## src/logic/lpwc_regs.svh

```systemverilog
// Constants of the low-power mode and wakeup controller.
// Assumes a 40 MHz system clock; included by the controller files.
`ifndef LPWC_REGS_SVH
`define LPWC_REGS_SVH
`define LPWC_CLK_MHZ        40
`define LPWC_STOP_EXIT_NS   3500
`define LPWC_SBY_EXIT_NS    60000
`define LPWC_STOP_EXIT_CYC  ((`LPWC_STOP_EXIT_NS * `LPWC_CLK_MHZ) / 1000)
`define LPWC_SBY_EXIT_CYC   ((`LPWC_SBY_EXIT_NS * `LPWC_CLK_MHZ) / 1000)
`define LPWC_N_PINS         3
`define LPWC_N_LINES        8
`define LPWC_CNT_W          12
`endif

```

## src/logic/lpwc_pkg.sv

```systemverilog
// Types of the low-power mode and wakeup controller.
// Assumes nothing beyond the constants header.
package lpwc_pkg;
  typedef enum logic [2:0] {
    LPWC_RUN      = 3'b000,
    LPWC_STOP     = 3'b001,
    LPWC_SBY_CLK  = 3'b010,
    LPWC_SBY_NCLK = 3'b011,
    LPWC_EXIT     = 3'b100
  } lpwc_state_e;
endpackage : lpwc_pkg

```

## src/logic/lpwc_wake_latch.sv

```systemverilog
// Always-on wakeup latch: edge detect and sticky hold of wakeup sources.
// Assumes synchronous inputs; cleared only once the exit sequence starts.
`timescale 1ns/1ps
`include "lpwc_regs.svh"
module lpwc_wake_latch #(
  parameter int W = 8
) (
  // Clock and reset
  input  wire logic         i_clk,
  input  wire logic         i_rst_n,
  // Sources and control
  input  wire logic [W-1:0] i_src,
  input  wire logic [W-1:0] i_edge_mode,
  input  wire logic         i_arm,
  input  wire logic         i_clr,
  // Latched request
  output logic      [W-1:0] o_pend
);
  logic [W-1:0] prev_q;
  logic [W-1:0] hit;

  // Rising edge or level per source
  assign hit = i_edge_mode & i_src & ~prev_q | ~i_edge_mode & i_src;

  // Sticky pending; a new hit beats the clear
  always_ff @(posedge i_clk) begin
    if (!i_rst_n) begin
      prev_q <= '0;
      o_pend <= '0;
    end else begin
      prev_q <= i_src;
      o_pend <= (i_clr ? '0 : o_pend) | (i_arm ? hit : '0);
    end
  end
endmodule : lpwc_wake_latch

```

## src/logic/lpwc_ctrl.sv

```systemverilog
// Low-power mode controller: stop, standby with and without clock, exit.
// Assumes synchronous inputs and a core that requests modes by pulses.
`timescale 1ns/1ps
`include "lpwc_regs.svh"
module lpwc_ctrl
  import lpwc_pkg::*;
#(
  parameter int N_PERIPH  = 4,
  parameter int STOP_CYC  = `LPWC_STOP_EXIT_CYC,
  parameter int SBY_CYC   = `LPWC_SBY_EXIT_CYC
) (
  // Clock and reset
  input  wire logic                      i_clk,
  input  wire logic                      i_rst_n,
  // Core mode requests
  input  wire logic                      i_stop_req,
  input  wire logic                      i_sby_req,
  input  wire logic                      i_sby_keep_rtc,
  // Stop wakeup sources
  input  wire logic [`LPWC_N_LINES-1:0]  i_external_event_lines,
  input  wire logic                      i_supply_voltage_detector,
  input  wire logic [1:0]                i_analog_comparator,
  input  wire logic                      i_vref_on,
  input  wire logic                      i_serial_start_bit,
  input  wire logic                      i_serial_frame_wake,
  input  wire logic                      i_twowire_addr_match,
  input  wire logic                      i_low_power_timer_wake,
  // Standby wakeup sources
  input  wire logic                      i_external_reset_pin,
  input  wire logic                      i_independent_watchdog_rst,
  input  wire logic [`LPWC_N_PINS-1:0]   i_wakeup_pin,
  input  wire logic [4:0]                i_rtc_event,
  // Fast oscillator requests by peripherals
  input  wire logic [N_PERIPH-1:0]       i_fosc_req,
  // Power and clock controls
  output logic                           o_core_clk_en,
  output logic                           o_core_pwr_on,
  output logic                           o_pll_en,
  output logic                           o_fast_internal_osc_en,
  output logic                           o_fast_crystal_osc_en,
  output logic                           o_multispeed_internal_osc_en,
  output logic                           o_low_speed_osc_en,
  output logic [N_PERIPH-1:0]            o_fosc_gate,
  output logic                           o_cmp_gptim_link_en,
  output logic                           o_cmp_low_power_timer_unit_link_en,
  output logic                           o_tim_tim_link_en,
  output logic                           o_wake_irq,
  output logic                           o_state_lost,
  output logic [2:0]                     o_mode
);
  localparam int NS = `LPWC_N_LINES + 8;
  localparam int NB = 2 + `LPWC_N_PINS + 5;

  lpwc_state_e          state_q, state_d;
  logic [`LPWC_CNT_W-1:0] cnt_q;
  logic [NS-1:0]        stop_src, stop_pend;
  logic [NB-1:0]        sby_src, sby_edge, sby_pend;
  logic [NB-1:0]        sby_allow;
  logic                 in_stop, in_sby, in_sby_clk, stop_wake, sby_wake;
  logic                 exit_start, lost_q;

  // Stop sources; comparators count only with the reference on
  assign stop_src = {i_external_event_lines, i_supply_voltage_detector,
    i_analog_comparator & {2{i_vref_on}}, i_serial_start_bit,
    i_serial_frame_wake, i_twowire_addr_match, i_low_power_timer_wake,
    1'b0};
  // Standby sources: reset and watchdog as levels, pins and clock as edges
  assign sby_src   = {i_external_reset_pin, i_independent_watchdog_rst,
                      i_wakeup_pin, i_rtc_event};
  assign sby_edge  = {2'b00, {`LPWC_N_PINS{1'b1}}, 5'h1F};
  // Without the kept clock only reset pin and wakeup pins may exit
  assign sby_allow = in_sby_clk ? {NB{1'b1}}
                   : {1'b1, 1'b0, {`LPWC_N_PINS{1'b1}}, 5'h00};

  assign in_stop    = state_q == LPWC_STOP;
  assign in_sby_clk = state_q == LPWC_SBY_CLK;
  assign in_sby     = in_sby_clk | (state_q == LPWC_SBY_NCLK);
  assign stop_wake  = in_stop & |stop_pend;
  assign sby_wake   = in_sby & |(sby_pend & sby_allow);
  assign exit_start = state_q == LPWC_EXIT;

  // Always-on wakeup latches
  lpwc_wake_latch #(.W(NS)) u_stop_latch (
    .i_clk       (i_clk),
    .i_rst_n     (i_rst_n),
    .i_src       (stop_src),
    .i_edge_mode ({NS{1'b0}}),
    .i_arm       (in_stop),
    .i_clr       (exit_start),
    .o_pend      (stop_pend)
  );
  lpwc_wake_latch #(.W(NB)) u_sby_latch (
    .i_clk       (i_clk),
    .i_rst_n     (i_rst_n),
    .i_src       (sby_src),
    .i_edge_mode (sby_edge),
    .i_arm       (in_sby),
    .i_clr       (exit_start),
    .o_pend      (sby_pend)
  );

  // Mode sequencing
  always_comb begin
    state_d = state_q;
    unique case (state_q)
      LPWC_RUN: begin
        if (i_sby_req) begin
          state_d = i_sby_keep_rtc ? LPWC_SBY_CLK : LPWC_SBY_NCLK;
        end else if (i_stop_req) begin
          state_d = LPWC_STOP;
        end
      end
      LPWC_STOP:     if (stop_wake) state_d = LPWC_EXIT;
      LPWC_SBY_CLK,
      LPWC_SBY_NCLK: if (sby_wake) state_d = LPWC_EXIT;
      LPWC_EXIT:     if (cnt_q == '0) state_d = LPWC_RUN;
      default:       state_d = LPWC_RUN;
    endcase
  end

  // State, exit countdown and outputs
  always_ff @(posedge i_clk) begin
    if (!i_rst_n) begin
      state_q <= LPWC_RUN;
      cnt_q   <= '0;
      lost_q  <= 1'b0;
      o_wake_irq <= 1'b0;
    end else begin
      state_q <= state_d;
      o_wake_irq <= stop_wake | sby_wake;
      if (stop_wake) begin
        cnt_q <= `LPWC_CNT_W'(STOP_CYC - 2);
      end else if (sby_wake) begin
        cnt_q <= `LPWC_CNT_W'(SBY_CYC - 2);
      end else if (cnt_q != '0) begin
        cnt_q <= cnt_q - 1'b1;
      end
      if (state_d == LPWC_SBY_CLK || state_d == LPWC_SBY_NCLK) begin
        lost_q <= 1'b1;
      end else if (state_d == LPWC_RUN) begin
        lost_q <= 1'b0;
      end
    end
  end

  // Clock and power controls follow the next state
  always_ff @(posedge i_clk) begin
    if (!i_rst_n) begin
      o_core_clk_en   <= 1'b1;
      o_core_pwr_on   <= 1'b1;
      o_pll_en        <= 1'b1;
      o_fast_crystal_osc_en        <= 1'b1;
      o_multispeed_internal_osc_en <= 1'b1;
      o_fast_internal_osc_en       <= 1'b1;
      o_low_speed_osc_en  <= 1'b1;
      o_fosc_gate     <= '1;
      o_cmp_gptim_link_en <= 1'b1;
      o_cmp_low_power_timer_unit_link_en <= 1'b1;
      o_tim_tim_link_en   <= 1'b1;
      o_state_lost    <= 1'b0;
      o_mode          <= LPWC_RUN;
    end else begin
      o_core_clk_en   <= state_d == LPWC_RUN;
      o_core_pwr_on   <= !(state_d == LPWC_SBY_CLK ||
                           state_d == LPWC_SBY_NCLK);
      o_pll_en        <= state_d == LPWC_RUN;
      o_fast_crystal_osc_en        <= state_d == LPWC_RUN;
      o_multispeed_internal_osc_en <= state_d == LPWC_RUN;
      // Fast osc in stop only while a peripheral asks
      o_fast_internal_osc_en <= state_d == LPWC_RUN ||
        (state_d == LPWC_STOP && |i_fosc_req);
      o_fosc_gate     <= (state_d == LPWC_STOP) ? i_fosc_req
                       : (state_d == LPWC_RUN) ? '1 : '0;
      // Slow osc kept for the clock and watchdog
      o_low_speed_osc_en <= state_d != LPWC_SBY_NCLK;
      o_cmp_low_power_timer_unit_link_en <= !(state_d == LPWC_SBY_CLK ||
                               state_d == LPWC_SBY_NCLK);
      o_cmp_gptim_link_en <= state_d == LPWC_RUN ||
                             state_d == LPWC_EXIT;
      o_tim_tim_link_en   <= state_d == LPWC_RUN ||
                             state_d == LPWC_EXIT;
      o_state_lost    <= lost_q;
      o_mode          <= state_d;
    end
  end

  // Assertions
  int unsigned wait_q;
  logic        from_stop_q;
  always_ff @(posedge i_clk) begin
    if (!i_rst_n || state_q != LPWC_EXIT) wait_q <= 0;
    else wait_q <= wait_q + 1;
  end
  // Remembers whether the running exit left stop or standby
  always_ff @(posedge i_clk) begin
    if (!i_rst_n) begin
      from_stop_q <= 1'b0;
    end else if (stop_wake) begin
      from_stop_q <= 1'b1;
    end else if (sby_wake) begin
      from_stop_q <= 1'b0;
    end
  end
  // One cycle goes from latch to exit, so the exit state gets one less
  a_stop_exit_time: assert property (
    @(posedge i_clk) disable iff (!i_rst_n)
    exit_start && from_stop_q |-> wait_q < STOP_CYC - 1)
    else $error("stop exit too slow");
  a_sby_exit_time: assert property (
    @(posedge i_clk) disable iff (!i_rst_n)
    exit_start && !from_stop_q |-> wait_q < SBY_CYC - 1)
    else $error("standby exit too slow");
  a_stop_wake_go: assert property (@(posedge i_clk) disable iff (!i_rst_n)
    stop_wake |=> state_q == LPWC_EXIT) else $error("stop wake lost");
  a_stop_clk_off: assert property (@(posedge i_clk) disable iff (!i_rst_n)
    state_q == LPWC_STOP |-> !o_core_clk_en && !o_pll_en)
    else $error("clock runs in stop");
  a_fosc_only_req: assert property (@(posedge i_clk) disable iff (!i_rst_n)
    $past(state_d) == LPWC_STOP && $past(i_rst_n) |->
    o_fosc_gate == $past(i_fosc_req))
    else $error("fast osc gate wrong");
  a_sby_pwr_off: assert property (@(posedge i_clk) disable iff (!i_rst_n)
    in_sby |-> !o_core_pwr_on) else $error("core powered");
  a_sby_slow_osc: assert property (@(posedge i_clk) disable iff (!i_rst_n)
    in_sby_clk |-> o_low_speed_osc_en && !o_fast_crystal_osc_en)
    else $error("osc wrong in standby");
  a_nclk_no_rtc: assert property (@(posedge i_clk) disable iff (!i_rst_n)
    state_q == LPWC_SBY_NCLK && !(|(sby_pend & sby_allow)) |=>
    state_q == LPWC_SBY_NCLK) else $error("bad standby exit");
  a_link_stop: assert property (@(posedge i_clk) disable iff (!i_rst_n)
    in_stop |-> o_cmp_low_power_timer_unit_link_en && !o_tim_tim_link_en)
    else $error("link state wrong");
  a_pend_hold: assert property (@(posedge i_clk) disable iff (!i_rst_n)
    |stop_pend && !exit_start |=> |stop_pend)
    else $error("wake lost");
  c_stop_cycle: cover property (@(posedge i_clk) in_stop ##1 exit_start);
  c_sby_clk:    cover property (@(posedge i_clk) in_sby_clk ##1 exit_start);
  c_sby_nclk:   cover property (@(posedge i_clk)
    state_q == LPWC_SBY_NCLK ##1 exit_start);
  c_fosc_req:   cover property (@(posedge i_clk) in_stop && |i_fosc_req);
endmodule : lpwc_ctrl

```

## config.mk

```make
export PLATFORM = sky130hd
export DESIGN_NAME = lpwc_ctrl
export DESIGN_NICKNAME = d
export VERILOG_FILES = /design/src/logic/lpwc_pkg.sv /design/src/logic/lpwc_wake_latch.sv /design/src/logic/lpwc_ctrl.sv
export VERILOG_INCLUDE_DIRS = /design/src /design/src/logic
export SDC_FILE = /design/constraint.sdc
export NUM_CORES = 1
export LEC_CHECK = 0
export ABC_AREA = 1
export BUFFER_PORTS_ARGS = -buffer_cell sky130_fd_sc_hd__buf_2
export CORE_MARGIN = 5
export CORE_UTILIZATION = 38
export DETAILED_ROUTE_END_ITERATION = 10
export GPL_ROUTABILITY_DRIVEN = 0
export HOLD_SLACK_MARGIN = 0.15
export SYNTH_ARGS = -nofsm -noshare
export SYNTH_HDL_FRONTEND = slang
export SYNTH_SLANG_ARGS = --single-unit
```

## constraint.sdc

```tcl
create_clock -name i_clk -period 2.25 [get_ports i_clk]
set_clock_uncertainty 0.2 [all_clocks]
set_input_delay 0.45 -clock i_clk [delete_from_list [all_inputs] [get_ports i_clk]]
set_output_delay 0.45 -clock i_clk [all_outputs]
set_load 0.02 [all_outputs]
```

* Yosys cells after proc, flatten, opt, wreduce, memory -nomap -nowiden
Index checks and enable logic that the tools add are counted.
** Word-level totals
- Register bits after elaboration :: 63
- Bits of input ports :: 35
- Output and inout port bits :: 19
** Cells by class
- $add $sub $neg :: 1
- Equal/unequal tests :: 9
- Muxes and demuxes :: 19
- Bitwise gates (word level) :: 12
- Reductions and logical operators :: 18
** Operators by type and width (count)
- 16-bit 2-to-1 mux :: 2
- 12-bit 2-to-1 mux :: 2
- 10-bit 2-to-1 mux :: 2
- 10-bit bitwise OR :: 2
- 16-bit bitwise OR :: 1
- 16-bit OR reduction :: 1
- 3-bit 2-to-1 mux :: 5
- 3-bit by 2-bit equality test with 1-bit output (second input constant) :: 4
- 12-bit logical NOT :: 1
- 3-bit one-hot mux with 4 select lines :: 1
- 12-bit nonzero test :: 1
- 12-bit by 1-bit subtractor with 12-bit output (second input constant) :: 1
- 10-bit AND :: 1
- 8-bit by 10-bit AND with 10-bit output :: 1
- 10-bit NOT :: 1
- 10-bit OR reduction :: 1
- 9-bit 2-to-1 mux :: 1
- 4-bit 2-to-1 mux :: 2
- 8-bit 2-to-1 mux :: 1
- 3-bit by 1-bit equality test with 1-bit output (second input constant) :: 2
- 3-bit equality test (second input constant) :: 2
- 3-bit logical NOT :: 2
- 2-bit nonzero test :: 2
- 2-bit OR reduction :: 2
- 12 further kinds :: 18

* Logic depth before layout (Yosys ltp)
Gate-level depths: netlist of run 1.
- Word-level depth :: 10
- Gate-level depth with buffers :: 11
- Depth with buffers taken out :: 11

* By module
A second synthesis of run 1 with hierarchy kept.
** Unflattened totals
- Cell total of the unflattened synthesis :: 485
- Area total of the unflattened synthesis :: 3438.3 µm²
** Modules (own cells, without submodules)
- lpwc_ctrl :: times used 1, cells an instance 213, area each 1455.1 µm², seq. area each 540.5 µm²
- lpwc_wake_latch (u_stop_latch) :: times used 1, cells an instance 168, area each 1243.7 µm², seq. area each 640.6 µm²
- lpwc_wake_latch (u_sby_latch) :: times used 1, cells an instance 104, area each 739.5 µm², seq. area each 400.4 µm²

* Worst setup path before layout of run 1
No wires, ideal clock.
- Kind :: reg-to-reg
- Start point :: register, netlist name o_mode[0]
- End point :: register o_fast_internal_osc_en
- Setup time :: 117 ps
- Data arrival time :: 1321 ps
- Required time :: 1933 ps
- Slack :: 612 ps
- Cell stages (with the launch flop) :: 8
- Clock period less this slack :: 1638 ps
- Cell sequence :: dfxtp_1 > inv_2 > nor3_4 > nand2_1 > nand3_2 > nand2_2 > nand3_2 > nand2_1
** RTL lines
- end signal: assignment :: line lpwc_ctrl.sv:170 : o_fast_internal_osc_en <= state_d == LPWC_RUN ||
- end: declaration :: line lpwc_ctrl.sv:39 : output logic o_fast_internal_osc_en,

* Worst setup path in the final report of run 1
- Start point :: register cnt_q[0]
- End point :: register o_fosc_gate[3]
** On the way
- Word-level cells in the longest chain between the ends :: 6
** Ends and longest elaborated chain
- start: declaration :: line lpwc_ctrl.sv:55 : logic [`LPWC_CNT_W-1:0] cnt_q;
- start signal: assignment :: line lpwc_ctrl.sv:132 : cnt_q <= `LPWC_CNT_W'(STOP_CYC - 2);
- start signal: assignment :: line lpwc_ctrl.sv:134 : cnt_q <= `LPWC_CNT_W'(SBY_CYC - 2);
- start signal: assignment :: line lpwc_ctrl.sv:136 : cnt_q <= cnt_q - 1'b1;
- 12-bit logical NOT * :: line lpwc_ctrl.sv:116 : LPWC_EXIT: if (cnt_q == '0) state_d = LPWC_RUN;
- 3-bit 2-to-1 mux * :: line lpwc_ctrl.sv:116
- 3-bit one-hot mux with 4 select lines * :: line lpwc_ctrl.sv:105 : unique case (state_q)
- 3-bit logical NOT :: line lpwc_ctrl.sv:173 : : (state_d == LPWC_RUN) ? '1 : '0;
- 4-bit 2-to-1 mux :: line lpwc_ctrl.sv:173
- 4-bit 2-to-1 mux * :: line lpwc_ctrl.sv:172 : o_fosc_gate <= (state_d == LPWC_STOP) ? i_fosc_req
- end signal: assignment :: line lpwc_ctrl.sv:172
- end: declaration :: line lpwc_ctrl.sv:43 : output logic [N_PERIPH-1:0] o_fosc_gate,
Mark *: on every way between the ends. The rest lies on a longest branch, timed or not.
A chain may end at the register's enable or synchronous reset.

==> parameters.txt, run 1 <==
Parameter                              Value

Critical path
  End point of the critical path    o_fosc_gate[3]
  Master of the slowest instance on the critical path    dfxtp_1
  Signal arrival time at the worst endpoint    1.81 ns
  Depth of the worst register-to-register path    10
  Capture point of the worst reg-to-reg path    o_fosc_gate[3]
  Endpoint kind of the worst setup timing path    register
  Kind of start point of the critical path    register
  Data required time of the worst path    2.28 ns
  Bufs and invs on worst path    1
  Critical path depth    10
  Worst reg2reg setup slack    0.47 ns
  Launch instance of the worst register-to-register path    cnt_q[0]
  Delay of the slowest cell on the worst path    0.40 ns
  Kind of cell with the highest combined delay on the critical path    simple AND/OR/NAND/NOR gates
  CP Launch Point    cnt_q[0]
  Critical Path, Cell by Cell    inv_1 -> ha_1 -> nand3_1 -> nor2_1 -> nand2_1 -> nand2_1 -> nand3_2 -> nand2_2 -> nand3_2 -> nand2_1
  Biggest fanout along the worst timing path    7
  CP Class    register to register
  Most Frequent Cell on Critical Path    nand2_1

Final layout
  Fillers    633
  Area growth from synthesis to layout    25.8%
  Fin cells    468
  Util after Layout    49.0%
  ANT cells    0
  Area taken by multi-input logic gates    1050 sq um
  Fraction of final layout cells with drive strength greater than 1    23.3%
  Count of nets after finishing    423
  Storage element area    1200 sq um

Routing
  Ratio of routed vias to standard cells    4.61
  Routed WL per cell    11.4 um
  DRC Markers    0
  Routed wire length    5.34 mm
  Total via count after detailed routing    2,157
  Initial drt markers    108
  Iteration count of the initial detailed-routing pass    4
  Number of nets with antenna violations after detailed routing    0

Synth
  Library cell occupying the most area in the post-synthesis netlist    dfxtp_1
  Top area cells in the synthesized netlist    dfxtp_1 49%, nand2_1 12%, inv_1 5.5%
  Distinct cell type count of the synthesized netlist    31
  Nets in the synthesized netlist    357
  Proportion of register bits with asynchronous set or reset after synthesis    0%
  Register area share after synthesis    48.5%
  Count of flip-flops with a built-in enable after synthesis    0
  Total of flip-flops plus latches after synthesis    60
  Warning count from the yosys run    0
  Area share of the largest cell type after synthesis    48.5%
  Post-Synthesis Cell Area    2470 sq um
  Syn Inst Count    320
  Post-Syn Area per Cell    7.73 sq um
  Main flop type after synthesis    dfxtp_1

Clock network
  Post-CTS Resized    0
  Number of buffers between clock root and the deepest sink    2
  Number of buffers inserted to repair setup after CTS    0
  H-Tree Level Count    3
  Skew-Pair Late Insertion Delay    0.34 ns
  Cts bufs inserted    9
  Number of hold buffers added after cts    12
  Clock tree from TritonCTS    done
  Root buf cell    clkbuf_8
  Sinks on Clock Net    60
  Clock Pin Slew Worst Setup and Hold Paths    0.07 ns

Global routing
  Total routing resource utilization after global routing    13.6%
  Largest net degree at the start of global routing    26
  Via count of the first global-routing pass    2,072
  Wire length of the first global-routing pass    9.16 mm
  Overflow after GRT    0
  Antenna violations before repair    0

Timing
  Number of hold violations in the final report    0
  RSZ-0062 raised after global routing    false
  Count of final setup violators    0
  Sum of negative setup slack    0 ns
  Maximum clock rate    561 MHz
  Worst hold slack after final layout    0.163 ns
  Minimum period implied by the final worst setup slack    1.78 ns
  Slew Viols, Final    0
  Rel. slew slack    67.0%
  Tcrit/Tclk final    79.2%
  Slew @ Worst Pin    0.492 ns

Floorplanning
  IO Count    54
  DIE AREA    8230 sq um
  Core Rows    29
  Die outline width    90.7 um
  Starting Density    39.0%
  Core Region    6350 sq um
  Overall die height    90.7 um

Power
  Sequential cell fraction of total power    35.9%
  Power density relative to cell area    1410 nW/um^2
  Clock share of power    22.8%
  Sw frac    40.5%
  Net switching power figure    0.00178 W
  Lkg Pwr    1.50 nW
  Maximum vdd ir drop    0.000662 V
  PnR Total Power    0.00438 W
  Comb power frac    41.3%
  Internal Dissipation    0.00261 W

Placement
  Number of I/O port buffers    53
  Placed insts    440
  HPWL Detailed    3.85 mm

Worst hold path
  Class of the most critical hold timing path    input port to register
  Hold Crit Start    i_serial_frame_wake

Flow run
  Number of maximum-capacitance violations    0

Run status
  Run status    completed
[registers in the layout (all words and copies together) (netlist names)]
register                            cells
cnt_q                                  12
lost_q                                  1
o_cmp_low_power_timer_unit_link_en      1
o_fast_internal_osc_en                  1
o_fosc_gate                             4
o_low_speed_osc_en                      1
o_mode                                  3
o_multispeed_internal_osc_en            1
o_state_lost                            1
o_tim_tim_link_en                       1
o_wake_irq                              1
u_sby_latch.o_pend                     10
u_sby_latch.prev_q                      8
u_stop_latch.o_pend                    15
[cells by family after synthesis]
family | Yosys count | synth area share, %
simple gates | 159 | 30.2
flops | 60 | 48.5
buf+inv | 53 | 9.05
compound gates | 42 | 9.76
xor+xnor | 4 | 1.42
fa+ha+maj | 2 | 1.01
[cells in the final DEF (no fill, tap or decap)]
cell type      Yosys  routed
or4_1              1       1
nor3_4             1       1
buf_4              5       2
clkinv_2           1       1
clkinv_1           1       1
inv_6              0       1
bufinv_16          0       1
clkbuf_8           0      11
inv_2              3       3
o21ai_0            5       5
a21oi_1           24      24
o21bai_1           1       1
buf_2              4      53
a31oi_1            2       2
nor3_1             8       8
o31ai_1            8       8
xor2_1             4       4
dlygate4sd3_1      0      12
clkinv_4           0       2
a31o_2             1       1
nand2_2            3       3
nor2_2             2       2
inv_1             36      36
clkbuf_1           1       1
nand3b_1           1       1
o211ai_1           1       1
ha_1               2       2
nand2_4            4       4
dfxtp_1           60      60
nand3_1           23      23
nor2_4             2       2
nand4_1            4       4
nand2_1           79      79
nor2_1            27      27
nand3_2            4       4
[power groups by stage]
stage	Sequential, W	Combinational (W)	Clock, W
floorplan	0.00170	0.00131	0
global placement	0.00159	0.00180	0
detailed placement	0.00160	0.00182	0
CTS	0.00158	0.00184	0.00103
global route	0.00162	0.00209	0.00107
finish	0.00157	0.00181	0.00100
[per-layer routing]
layer | part of all wire (%) | wire length, um | GRT usage, %
met5 | 0 | 0 | 0
met4 | 0.60 | 32 | 4.84
met3 | 6.3 | 337 | 5.42
met2 | 47 | 2530 | 22.4
met1 | 46 | 2440 | 15.8
[worst min-delay path by stage]
stage	to	slack, ns	cells after the start
final	u_stop_latch.o_pend[3]	0.16	3
after global routing	u_stop_latch.o_pend[3]	0.16	3
after CTS	u_stop_latch.o_pend[3]	0.15	3
after detailed placement	u_sby_latch.o_pend[0]	0.20	1
after global placement	u_sby_latch.o_pend[1]	0.20	1
after floorplan	u_sby_latch.o_pend[0]	0.19	1
[layout make-up]
cell class,count,area share (%)
clock inverters,4,1.81
multi-input cells,207,33.7
repair buffers,67,12.9
well taps,77,3.09
inverters,41,4.98
flip-flops and latches,60,38.6
clock buffers,12,4.98
[worst register-to-register path, cell delays in order, from the launching register on]
cell	delay [ns]
dfxtp_1	0.40
inv_1	0.11
ha_1	0.22
nand3_1	0.08
nor2_1	0.04
nand2_1	0.18
nand2_1	0.09
nand3_2	0.10
nand2_2	0.06
nand3_2	0.13
nand2_1	0.07
[synthesized netlist by cell type, types with 2 or more instances]
| master | n |
|---|---|
| a21oi_1 | 24 |
| a31oi_1 | 2 |
| buf_1 | 2 |
| buf_2 | 4 |
| buf_4 | 5 |
| dfxtp_1 | 60 |
| ha_1 | 2 |
| inv_1 | 36 |
| inv_2 | 3 |
| nand2_1 | 79 |
| nand2_2 | 3 |
| nand2_4 | 4 |
| nand3_1 | 23 |
| nand3_2 | 4 |
| nand4_1 | 4 |
| nor2_1 | 27 |
| nor2_2 | 2 |
| nor2_4 | 2 |
| nor3_1 | 8 |
| o21ai_0 | 5 |
| o31ai_1 | 8 |
| xor2_1 | 4 |
[stage by stage]
step	worst slack, ns	instance area [sq um]
after floorplan	0.612	2470
after global placement	0.541	2780
after detailed placement	0.470	2780
after CTS	0.461	3110
after global routing	0.321	3110
final	0.469	3110
Note: power is estimated with default switching activity, not from simulation.
==> inputs of run 2 (changes only) <==
Clock period 2.25 ns to 1.7 ns, I/O delays scaled along.
==> run 2 against run 1 <==
  * Non-clock buffer count is 32 higher
  * Register-to-register slack worse by 0.37 ns
  * Wire length up 9.0%
  * Clock-buffer cell count stayed put
  * Critical endpoint is now cnt_q[11]
  * Via count rose by 6.9%
  * Setup slack worse by 0.37 ns
==> parameters.txt, run 2 (synthesis results as in run 1) <==
Parameter                              Value

Clock network
  Clock Pin Slew Worst Setup and Hold Paths    0.06 ns (about the same)
  Skew-Pair Late Insertion Delay    0.33 ns (about the same)
  Number of buffers between clock root and the deepest sink    2 (unchanged)
  Cts bufs inserted    9 (unchanged)
  Sinks on Clock Net    60 (unchanged)
  Clock tree from TritonCTS    done
  Root buf cell    clkbuf_8
  H-Tree Level Count    3 (unchanged)

Routing
  Routed wire length    5.82 mm (+9.0%)
  Routed WL per cell    11.6 um (+2.0%)
  Ratio of routed vias to standard cells    4.61 (about the same)
  Total via count after detailed routing    2,305 (+6.9%)
  DRC Markers    0 (unchanged)
  Initial drt markers    108 (unchanged)
  Number of nets with antenna violations after detailed routing    0 (unchanged)
  Iteration count of the initial detailed-routing pass    4 (unchanged)

Timing
  Tcrit/Tclk final    94.1% (+15 points)
  Worst hold slack after final layout    0.208 ns (+0.0444 ns)
  Maximum clock rate    625 MHz (+11%)
  Rel. slew slack    73.5% (+6.4 points)
  Slew @ Worst Pin    0.398 ns (-0.0941 ns)
  Slew Viols, Final    0 (unchanged)
  Number of hold violations in the final report    0 (unchanged)
  Count of final setup violators    0 (unchanged)
  Minimum period implied by the final worst setup slack    1.60 ns (-0.182 ns)

Power
  Power density relative to cell area    1780 nW/um^2 (+27%)
  Lkg Pwr    1.64 nW (+9.0%)
  Comb power frac    46.3% (+5.0 points)
  Sw frac    40.8% (+0.29 points)
  Internal Dissipation    0.00364 W (+40%)
  Maximum vdd ir drop    0.00108 V (+63%)
  Net switching power figure    0.00251 W (+41%)
  Clock share of power    19.6% (-3.2 points)
  Sequential cell fraction of total power    34.0% (-1.9 points)

Critical path
  Data required time of the worst path    1.71 ns (-0.57 ns)
  Endpoint kind of the worst setup timing path    register
  Biggest fanout along the worst timing path    3 (-4)
  Kind of start point of the critical path    register
  CP Class    register to register
  Signal arrival time at the worst endpoint    1.61 ns (-0.20 ns)

Final layout
  Commonest non-fill, non-tap cell in the layout    nand2_1
  Post-layout instance area    3450 sq um (+11%)
  Area growth from synthesis to layout    39.3%
  Fillers    603 (-4.7%)
  ANT cells    0 (unchanged)
  Registers with the highest flip-flop counts    u_stop_latch.o_pend (15), cnt_q (12), u_sby_latch.o_pend (10)
  Number of flip-flops under the largest register name    15 (unchanged)
  Count of nets after finishing    455 (+7.6%)
  Fraction of final layout cells with drive strength greater than 1    28.8% (+5.6 points)
  Largest Register    u_stop_latch.o_pend
  Commonest cells after routing, fill and taps aside    77 x nand2_1, 55 x dfxtp_1, 53 x buf_2

Floorplanning
  Core Region    6350 sq um (unchanged)
  Overall die height    90.7 um (unchanged)
  IO Count    54 (unchanged)
  Core Rows    29 (unchanged)
  Starting Density    39.0% (unchanged)
  Die outline width    90.7 um (unchanged)
  DIE AREA    8230 sq um (unchanged)

Placement
  Dpl cell area    2890 sq um (+4.0%)
  Number of I/O port buffers    53 (unchanged)
  HPWL Detailed    4.04 mm (+4.9%)

Global routing
  Total routing resource utilization after global routing    14.7% (+1.1 points)
  Overflow after GRT    0 (unchanged)
  Wire length of the first global-routing pass    9.92 mm (+8.2%)
  Via count of the first global-routing pass    2,218 (+7.0%)
  Largest net degree at the start of global routing    26 (unchanged)
  Antenna violations before repair    0 (unchanged)

Flow run
  Number of maximum-capacitance violations    0 (unchanged)

Run status
  Run status    completed

Worst hold path
  Class of the most critical hold timing path    register to register
[run 2: cell types whose count changed in the layout (fill, tap and decap cells not counted), sizes merged]
cell         change
dlygate4sd3     +18
buf             +14
clkinv           -1
clkinvlp         +2
inv              -1
[run 2: final timing paths]
check | from | endpoint | slack, ns | cells past startpoint
worst max-delay path | cnt_q[6] | cnt_q[11] | 0.10 | 8
worst min-delay path | u_sby_latch.prev_q[2] | u_sby_latch.o_pend[2] | 0.21 | 1
worst max register to register | cnt_q[6] | cnt_q[11] | 0.10 | 8
worst min register to register | u_sby_latch.prev_q[2] | u_sby_latch.o_pend[2] | 0.21 | 1
[run 2: metal layers]
metal / global-route usage [%] / vias up / wire, um
met5: 0 / - / 0
met4: 8.06 / 0 / 195
met3: 3.67 / 17 / 238
met2: 23.4 / 49 / 2700
met1: 17.9 / 1020 / 2690
li1: - / 1219 / -
[run 2: layout make-up]
type / instances / area, sq um / share of cell area (%)
clock inverters: 4 / 50.0 / 1.45
inverters: 41 / 158 / 4.57
repair buffers: 99 / 702 / 20.4
clock buffers: 12 / 135 / 3.92
multi-input cells: 207 / 1100 / 31.9
well taps: 77 / 96.3 / 2.79
flip-flops and latches: 60 / 1210 / 35.0
[run 2: repair_timing]
item / CTS / global route
endpoints found under the hold margin: 38 / 0
resized for setup: 0 / 24
endpoints found under the setup margin: 0 / 18
buffers inserted: 0 / 1
hold buffers: 30 / 0
[run 2: critical path, stage by stage, from the launching register on]
cell     delay, ns
dfxtp_1       0.34
nor2_2        0.16
nand2_1       0.11
nor2_2        0.15
nand2_2       0.09
buf_6         0.12
nand3_1       0.08
xor2_1        0.15
a21oi_1       0.09
[run 2: power by group through the flow]
stage / clock network (W) / registers, W / logic (W)
2_1_floorplan: 0 / 0.00224 / 0.00174
3_3_place_gp: 0 / 0.00208 / 0.00263
3_5_place_dp: 0 / 0.00209 / 0.00264
4_1_cts: 0.00125 / 0.00207 / 0.00270
5_1_grt: 0.00132 / 0.00215 / 0.00321
6_report: 0.00121 / 0.00209 / 0.00285
[run 2: through the flow]
| stage | std cells | power (W) | setup TNS (ns) | utilization (%) | worst slack, ns |
|---|---|---|---|---|---|
| 6_report | 500 | 0.00615 | 0 | 54.3 | 0.101 |
| 5_1_grt | 500 | 0.00667 | -0.00676 | 54.3 | -0.00481 |
| 4_1_cts | 499 | 0.00602 | 0 | 53.2 | 0.0124 |
| 3_5_place_dp | 453 | 0.00474 | 0 | 45.6 | 0.0327 |
| 3_3_place_gp | 453 | 0.00471 | 0 | 45.6 | 0.0779 |
| 2_1_floorplan | 320 | 0.00398 | 0 | - | 0.0621 |
